File: config.mk
export PLATFORM = sky130hd
export DESIGN_NAME = vector_stack_bank_map
export DESIGN_NICKNAME = d
export VERILOG_FILES = /design/src/rtl/vector_stack_bank_map_pkg.sv /design/src/rtl/vector_stack_bank_map.sv
export VERILOG_INCLUDE_DIRS = /design/src /design/src/rtl
export SDC_FILE = /design/constraint.sdc
export NUM_CORES = 1
export LEC_CHECK = 0
export BUFFER_PORTS_ARGS = -buffer_cell sky130_fd_sc_hd__buf_2
export CORE_ASPECT_RATIO = 0.75
export CORE_MARGIN = 1
export CORE_UTILIZATION = 40
export DETAILED_ROUTE_END_ITERATION = 10
export PLACE_DENSITY = 0.68
export SLEW_MARGIN = 20
export SYNTH_ARGS = -nofsm -noshare
export SYNTH_HDL_FRONTEND = slang
export SYNTH_SLANG_ARGS = --single-unit
export TNS_END_PERCENT = 1
File: constraint.sdc
create_clock -name CLK -period 1.85 [get_ports CLK]
set_input_delay 0 -clock CLK [delete_from_list [all_inputs] [get_ports CLK]]
set_output_delay 0 -clock CLK [all_outputs]
set_load 0.05 [all_outputs]
File: src/rtl/vector_stack_bank_map_defs.svh
// constants for the vector table, stack and register bank map
// Functional notes
// [RULE_01] reset starts at 0x0000, supply monitor 0x0004
// [RULE_02] eight digital block vectors 0x0008 to 0x0024
// [RULE_03] four analog column vectors 0x0028 to 0x0034
// [RULE_04] pin vector 0x0038, sleep timer 0x003C
// [RULE_05] user program from 0x0040 up to 0x3FFF
// [RULE_06] stack pointer increments on each push (a push with a pop in the same cycle leaves it unchanged)
// [RULE_07] stack wraps from 0xFF to 0x00 silently
// [RULE_08] two banks of 256 register addresses
// [RULE_09] bank select flag bit steers register accesses
// [RULE_10] addresses 71h to 9fh shared by both banks
// [RULE_11] software never writes unassigned register addresses
// [RULE_12] software writes reserved bits as zero
// [RULE_13] accepted interrupt loads its vector into pc
`ifndef VECTOR_STACK_BANK_MAP_DEFS_SVH
`define VECTOR_STACK_BANK_MAP_DEFS_SVH
`define VEC_RESET 14'h0000
`define VEC_SUPPLY 14'h0004
`define VEC_DIGITAL_BASE 14'h0008
`define VEC_ANALOG_BASE 14'h0028
`define VEC_PIN 14'h0038
`define VEC_SLEEP 14'h003C
`define VEC_STEP 14'h0004
`define USER_START 14'h0040
`define PROG_TOP 14'h3FFF
`define STACK_RESET 8'h00
`define SHARED_LO 8'h71
`define SHARED_HI 8'h9F
`define NUM_DIGITAL 8
`define NUM_ANALOG 4
`define NUM_SRC 14
`endif

File: src/rtl/vector_stack_bank_map_pkg.sv
// types for the vector, stack and bank map block
package vector_stack_bank_map_pkg;
   typedef enum logic [1:0] {
      ST_RUN = 2'b00,
      ST_VECTOR = 2'b01
   } pc_state_e;
   typedef logic [13:0] prog_addr_t;
endpackage

File: src/rtl/vector_stack_bank_map.sv
// vector selection, program counter load, stack pointer and bank decode
`timescale 1ns/1ns
`include "vector_stack_bank_map_defs.svh"
module vector_stack_bank_map (
   input wire logic CLK,
   input wire logic RST_B,
   // interrupt requests, bit 0 supply, 1..8 digital, 9..12 analog, 13 pin, 14 sleep
   input wire logic [14:0] IRQ_REQ,
   input wire logic IRQ_ENABLE,
   input wire logic PC_LOAD,
   input wire logic [13:0] PC_LOAD_VALUE,
   input wire logic PC_ADVANCE,
   input wire logic [1:0] PC_ADVANCE_BYTES,
   input wire logic STACK_PUSH,
   input wire logic STACK_POP,
   input wire logic BANK_SELECT_BIT,
   input wire logic REG_ACCESS,
   input wire logic [7:0] REG_ADDR,
   output logic [13:0] PC,
   output logic IRQ_ACK,
   output logic [3:0] IRQ_SOURCE,
   output logic [7:0] STACK_PTR,
   output logic [7:0] STACK_ADDR,
   output logic REG_SEL_BANK0,
   output logic REG_SEL_BANK1,
   output logic REG_SEL_SHARED,
   output logic [7:0] REG_SEL_ADDR,
   output logic IN_USER_SPACE
);
   // -------------------------------------------------------------
   // vector table
   // -------------------------------------------------------------
   logic [13:0] vec_table [0:`NUM_SRC];
   logic [3:0] win_idx;
   logic win_any;
   assign vec_table[0] = `VEC_SUPPLY; // [RULE_01]
   genvar gi;
   generate
      for (gi = 0; gi < `NUM_DIGITAL; gi = gi + 1) begin : g_dig
         assign vec_table[gi+1] = 14'(`VEC_DIGITAL_BASE + gi * `VEC_STEP); // [RULE_02]
      end
      for (gi = 0; gi < `NUM_ANALOG; gi = gi + 1) begin : g_ana
         assign vec_table[gi+9] = 14'(`VEC_ANALOG_BASE + gi * `VEC_STEP); // [RULE_03]
      end
   endgenerate
   assign vec_table[13] = `VEC_PIN; // [RULE_04]
   assign vec_table[14] = `VEC_SLEEP; // [RULE_04]

   // lowest index wins; supply monitor has top priority
   always_comb begin
      win_idx = 4'h0;
      win_any = 1'b0;
      for (int i = `NUM_SRC; i >= 0; i--) begin
         if (IRQ_REQ[i]) begin
            win_idx = 4'(i);
            win_any = 1'b1;
         end
      end
   end

   // -------------------------------------------------------------
   // program counter
   // -------------------------------------------------------------
   vector_stack_bank_map_pkg::pc_state_e state_ff;
   logic [13:0] nxt_pc;
   always_comb begin
      nxt_pc = PC;
      if (PC_LOAD) begin
         nxt_pc = PC_LOAD_VALUE & `PROG_TOP; // [RULE_05]
      end else if (PC_ADVANCE) begin
         nxt_pc = (PC + 14'(PC_ADVANCE_BYTES)) & `PROG_TOP; // [RULE_05]
      end
   end

   // vector load takes priority over normal flow; one ack per accepted source
   always_ff @(posedge CLK or negedge RST_B) begin
      if (!RST_B) begin
         PC <= `VEC_RESET; // [RULE_01]
         state_ff <= vector_stack_bank_map_pkg::ST_RUN;
         IRQ_ACK <= 1'b0;
         IRQ_SOURCE <= 4'h0;
      end else begin
         IRQ_ACK <= 1'b0;
         case (state_ff)
            vector_stack_bank_map_pkg::ST_RUN: begin
               if (IRQ_ENABLE && win_any) begin
                  PC <= vec_table[win_idx]; // [RULE_13]
                  IRQ_ACK <= 1'b1;
                  IRQ_SOURCE <= win_idx;
                  state_ff <= vector_stack_bank_map_pkg::ST_VECTOR;
               end else begin
                  PC <= nxt_pc;
               end
            end
            vector_stack_bank_map_pkg::ST_VECTOR: begin
               // one cycle gap so the source can drop its request
               PC <= nxt_pc;
               state_ff <= vector_stack_bank_map_pkg::ST_RUN;
            end
            default: begin
               state_ff <= vector_stack_bank_map_pkg::ST_RUN;
            end
         endcase
      end
   end

   always_ff @(posedge CLK or negedge RST_B) begin
      if (!RST_B) begin
         IN_USER_SPACE <= 1'b0;
      end else begin
         // a vector load lands below user space, so the flag must follow it at once
         if (state_ff == vector_stack_bank_map_pkg::ST_RUN && IRQ_ENABLE && win_any) begin
            IN_USER_SPACE <= 1'b0; // [RULE_05]
         end else begin
            IN_USER_SPACE <= (nxt_pc >= `USER_START); // [RULE_05]
         end
      end
   end

   // -------------------------------------------------------------
   // hardware stack
   // -------------------------------------------------------------
   // STACK_ADDR is the byte touched: push writes at sp, pop reads at sp-1
   always_ff @(posedge CLK or negedge RST_B) begin
      if (!RST_B) begin
         STACK_PTR <= `STACK_RESET;
         STACK_ADDR <= `STACK_RESET;
      end else if (STACK_PUSH && !STACK_POP) begin
         STACK_ADDR <= STACK_PTR;
         STACK_PTR <= STACK_PTR + 8'h01; // [RULE_06] [RULE_07]
      end else if (STACK_POP && !STACK_PUSH) begin
         STACK_ADDR <= STACK_PTR - 8'h01;
         STACK_PTR <= STACK_PTR - 8'h01; // [RULE_07]
      end
   end

   // -------------------------------------------------------------
   // register bank decode
   // -------------------------------------------------------------
   logic shared_hit;
   assign shared_hit = (REG_ADDR >= `SHARED_LO) && (REG_ADDR <= `SHARED_HI);
   // reserved addresses are decoded anyway; software keeps off them [RULE_11]
   always_ff @(posedge CLK or negedge RST_B) begin
      if (!RST_B) begin
         REG_SEL_BANK0 <= 1'b0;
         REG_SEL_BANK1 <= 1'b0;
         REG_SEL_SHARED <= 1'b0;
         REG_SEL_ADDR <= 8'h00;
      end else begin
         REG_SEL_ADDR <= REG_ADDR; // [RULE_08]
         if (!REG_ACCESS) begin
            REG_SEL_BANK0 <= 1'b0;
            REG_SEL_BANK1 <= 1'b0;
            REG_SEL_SHARED <= 1'b0;
         end else if (shared_hit) begin
            REG_SEL_BANK0 <= 1'b0;
            REG_SEL_BANK1 <= 1'b0;
            REG_SEL_SHARED <= 1'b1; // [RULE_10]
         end else begin
            REG_SEL_BANK0 <= !BANK_SELECT_BIT; // [RULE_09]
            REG_SEL_BANK1 <= BANK_SELECT_BIT; // [RULE_09]
            REG_SEL_SHARED <= 1'b0;
         end
      end
   end
endmodule

==> metrics.log <==
INFO  metric postSynth.asyncResetShare = 1.00
INFO  metric worstSetupStartpointType = flip-flop
INFO  metric post_synth_main_area_contributors = sky130_fd_sc_hd__dfrtp_1 47%, sky130_fd_sc_hd__xor2_1 6.5%, sky130_fd_sc_hd__ha_1 5.4%
INFO  metric layout.cell_area.non_filler = 3680 um2
INFO  metric seq_cells_post_synth = 48
INFO  metric worst_ep_arrival_time = 2.23 ns
INFO  metric core-area = 6010 um2
INFO  metric number_of_remaining_drc_errors = 0
INFO  metric insertion_delay = 0.30 ns
INFO  metric cts_tree = done
INFO  metric synthesis.yosys.warnings = 0
INFO  metric number_of_antenna_violations_at_the_first_check_in_global_routing = 0
INFO  metric timing_worst_setup_path_type = flip-flop to flip-flop
INFO  metric final_core_utilization = 0.613
INFO  metric hold-worst-slack = -0.00307 ns
INFO  metric grt_pass1_vias = 2305
INFO  metric cts.clk_slew.worst_paths = 0.09 ns
INFO  metric critical_path_required = 2.07 ns
INFO  metric tns = -0.404 ns
INFO  metric grt_pass1_wl = 10700 um
INFO  metric routed_wl = 6510 um
INFO  metric setup-violations-final = 4
INFO  metric ctsLongestPathBuffers = 2
INFO  metric clock_sink_count = 48
INFO  metric insertedDiodeCount = 0
INFO  metric synth_top_area_share = 0.467
INFO  metric critical_path.cell_chain = or4_4, or3_4, or3_4, a21oi_4, xor2_1
INFO  metric number_of_buffers_inserted_during_clock_tree_synthesis = 5
INFO  metric placedInstanceArea = 3310 um2
INFO  metric fin_cells = 484
INFO  metric die_w = 94.6 um
INFO  metric max_slew.worst_pin.slew = 0.520 ns
INFO  metric cts_root_buffer = sky130_fd_sc_hd__clkbuf_8
INFO  metric p_total = 4.14 mW
INFO  metric final.period_utilization = 1.09
INFO  metric synthToLayoutAreaGrowth = 43.2%
INFO  metric detailroute.via_count = 2394
INFO  metric hold_class = input port to flip-flop
INFO  metric failing_checks = negative hold slack, negative setup slack
INFO  metric globalRouteOverflowTotal = 0
INFO  metric slew-limit-headroom = 0.653
INFO  metric max_clock_freq = 498 MHz
INFO  metric rsz_0062_raised_after_global_routing = true
INFO  metric worst_setup_path_end_kind = flip-flop
INFO  metric initial_utilization = 0.428
INFO  metric synth_flop_cell = sky130_fd_sc_hd__dfrtp_1
INFO  metric remaining_number_of_nets_flagged_by_the_antenna_check_after_routing = 0
INFO  metric detailedPlacementHpwl = 4750 um
INFO  metric vias_per_cell = 4.95
INFO  metric power-per-cell-area = 1120 nW/um2
INFO  metric fp.dieArea = 6760 um2
INFO  metric critPathMaxStageDelay = 0.53 ns
INFO  metric synthesis.area_per_instance = 9.74 um2
INFO  metric grtUsageTotal = 0.206
INFO  metric layout_cells_sized_above_1 = 0.369
INFO  metric floorplan.die.height = 71.4 um
INFO  metric worst-r2r-setup-slack = -0.16 ns
INFO  metric max-cap-violations = 0
INFO  metric postSynthNetCount = 324
INFO  metric floorplan.rows = 24
INFO  metric placedCellCount = 455
INFO  metric timing.final.max_slew_violations = 0
INFO  metric ys_types = 45
INFO  metric wire_per_inst = 13.4 um
INFO  metric drt-pass1-iter-count = 4
INFO  metric synth_enable_flop_cells = 0
INFO  metric static_leak = 1.84 nW
INFO  metric gp_congestion = 0.878
INFO  metric clock_skew = 0.00427 ns
INFO  metric buffer_ports.inserted = 94
INFO  metric critPathMaxFanout = 2
INFO  metric ctsHtreeMaxLevel = 2
INFO  metric ios = 95
INFO  metric report.final.hold_viol_count = 1
INFO  metric min_period = 2.01 ns
INFO  metric first_iter_violations = 143
INFO  metric setup_ws = -0.160 ns
INFO  metric post_synthesis_cell_count = 264
INFO  metric yosys.area.top_type = sky130_fd_sc_hd__dfrtp_1
INFO  metric synth_area = 2570 um2
INFO  metric grt_start_max_net_pins = 27
INFO  metric outcome = finished, violations left
INFO  metric yosysSeqAreaShare = 0.467
INFO  metric timing.critical_path.mode_cell = sky130_fd_sc_hd__or3_4
INFO  metric max_stage_delay_cell_worst_path = sky130_fd_sc_hd__or4_4
INFO  metric vdd.ir_drop.worst = 543 uV
INFO  metric preCtsSetupSlack = -0.174 ns
INFO  metric layout.nets = 465
kinds of logic (layout without fill, tap and decap cells):
kind of cell    after synthesis  count (layout)  synth area share
compound gates               51              51             0.122
fa+ha+maj                    12              12            0.0613
xor+xnor                     25              25            0.0852
flops                        48              48             0.467
buf+inv                      23             165            0.0380
mux                           9               9            0.0355
simple gates                 96              96             0.191
registers in the layout (all words and copies together), names as in the netlist:
register and flops:
IRQ_SOURCE 4, REG_SEL_BANK1 1, PC 14, IRQ_ACK 1, REG_SEL_ADDR 8, STACK_PTR 8
REG_SEL_BANK0 1, IN_USER_SPACE 1, state_ff 1, REG_SEL_SHARED 1, STACK_ADDR 8
what timing repair did:
action | in CTS | in global routing
hold buffers | 20 | 0
cloned | 0 | 0
endpoints found under the hold margin | 67 | 0
buffers inserted | 1 | 0
endpoints found under the setup margin | 8 | 12
pin swaps | 1 | 2
resized for setup | 9 | 5
Yosys cell counts (all sizes together) (2+ instances only):
cell type  number
inv            12
mux2i           8
nand2b          3
nand2          28
clkbuf          8
xnor2           6
nor4            5
nor2           22
nor2b           4
or3             5
and3            5
a21oi          19
o21ai          17
ha             11
xor2           19
a221o           2
nand4           8
buf             3
o21bai          2
nor3            5
dfrtp          48
o211a           2
and4            3
nand3           5
critical path, delay by kind of cell, from the launching register on:
kind / cells / cell delay, ns
AND/OR/NAND/NOR: 3 / 1.23
flip-flops: 1 / 0.40
XOR/XNOR: 1 / 0.16
AO/OA/AOI/OAI: 1 / 0.14
power by group:
group / switching [mW] / internal, mW / total, mW / leakage, nW
Sequential: 0.176 / 1.27 / 1.45 / 0.592
Combinational: 1.33 / 0.611 / 1.95 / 1.20
Clock: 0.347 / 0.401 / 0.749 / 0.0552
area by class of cell:
cell class	count	area, um2
sequential	48	1200
multi-input combinational	193	1330
clock buffer	6	72.6
clock inverter	2	35.0
inverter	12	45.0
timing repair buffer	145	903
tap	78	97.6
fill	538	2320
cell usage in the layout (no fill, tap or decap), drive strengths merged, types with 6 or more instances in the layout:
| cell type | synthesis | layout |
|---|---|---|
| a21oi | 19 | 19 |
| buf | 3 | 125 |
| clkbuf | 8 | 6 |
| dfrtp | 48 | 48 |
| dlygate4sd3 | 0 | 20 |
| ha | 11 | 11 |
| inv | 12 | 12 |
| mux2i | 8 | 8 |
| nand2 | 28 | 28 |
| nand4 | 8 | 8 |
| nor2 | 22 | 22 |
| o21ai | 17 | 17 |
| xnor2 | 6 | 6 |
| xor2 | 19 | 19 |
routing by layer:
layer  share of wire  wire length, um  GRT usage
met1            0.47             3060      0.278
met2            0.44             2890      0.324
met3           0.075              491     0.0594
met4          0.0094               61     0.0589
met5               0                0          0
path summary, 6_finish.rpt:
path / cells past startpoint / startpoint / to
setup reg to reg: 5 / STACK_PTR[2] / STACK_PTR[7]
setup / recovery: 5 / STACK_PTR[2] / STACK_PTR[7]
hold / removal: 3 / PC_LOAD_VALUE[8] / PC[8]
max in group asynchronous: 3 / RST_B / STACK_PTR[2]
min in group asynchronous: 3 / RST_B / PC[1]
hold reg to reg: 2 / IRQ_SOURCE[2] / IRQ_SOURCE[2]
No activity file was read; power rests on OpenSTA's default activity.
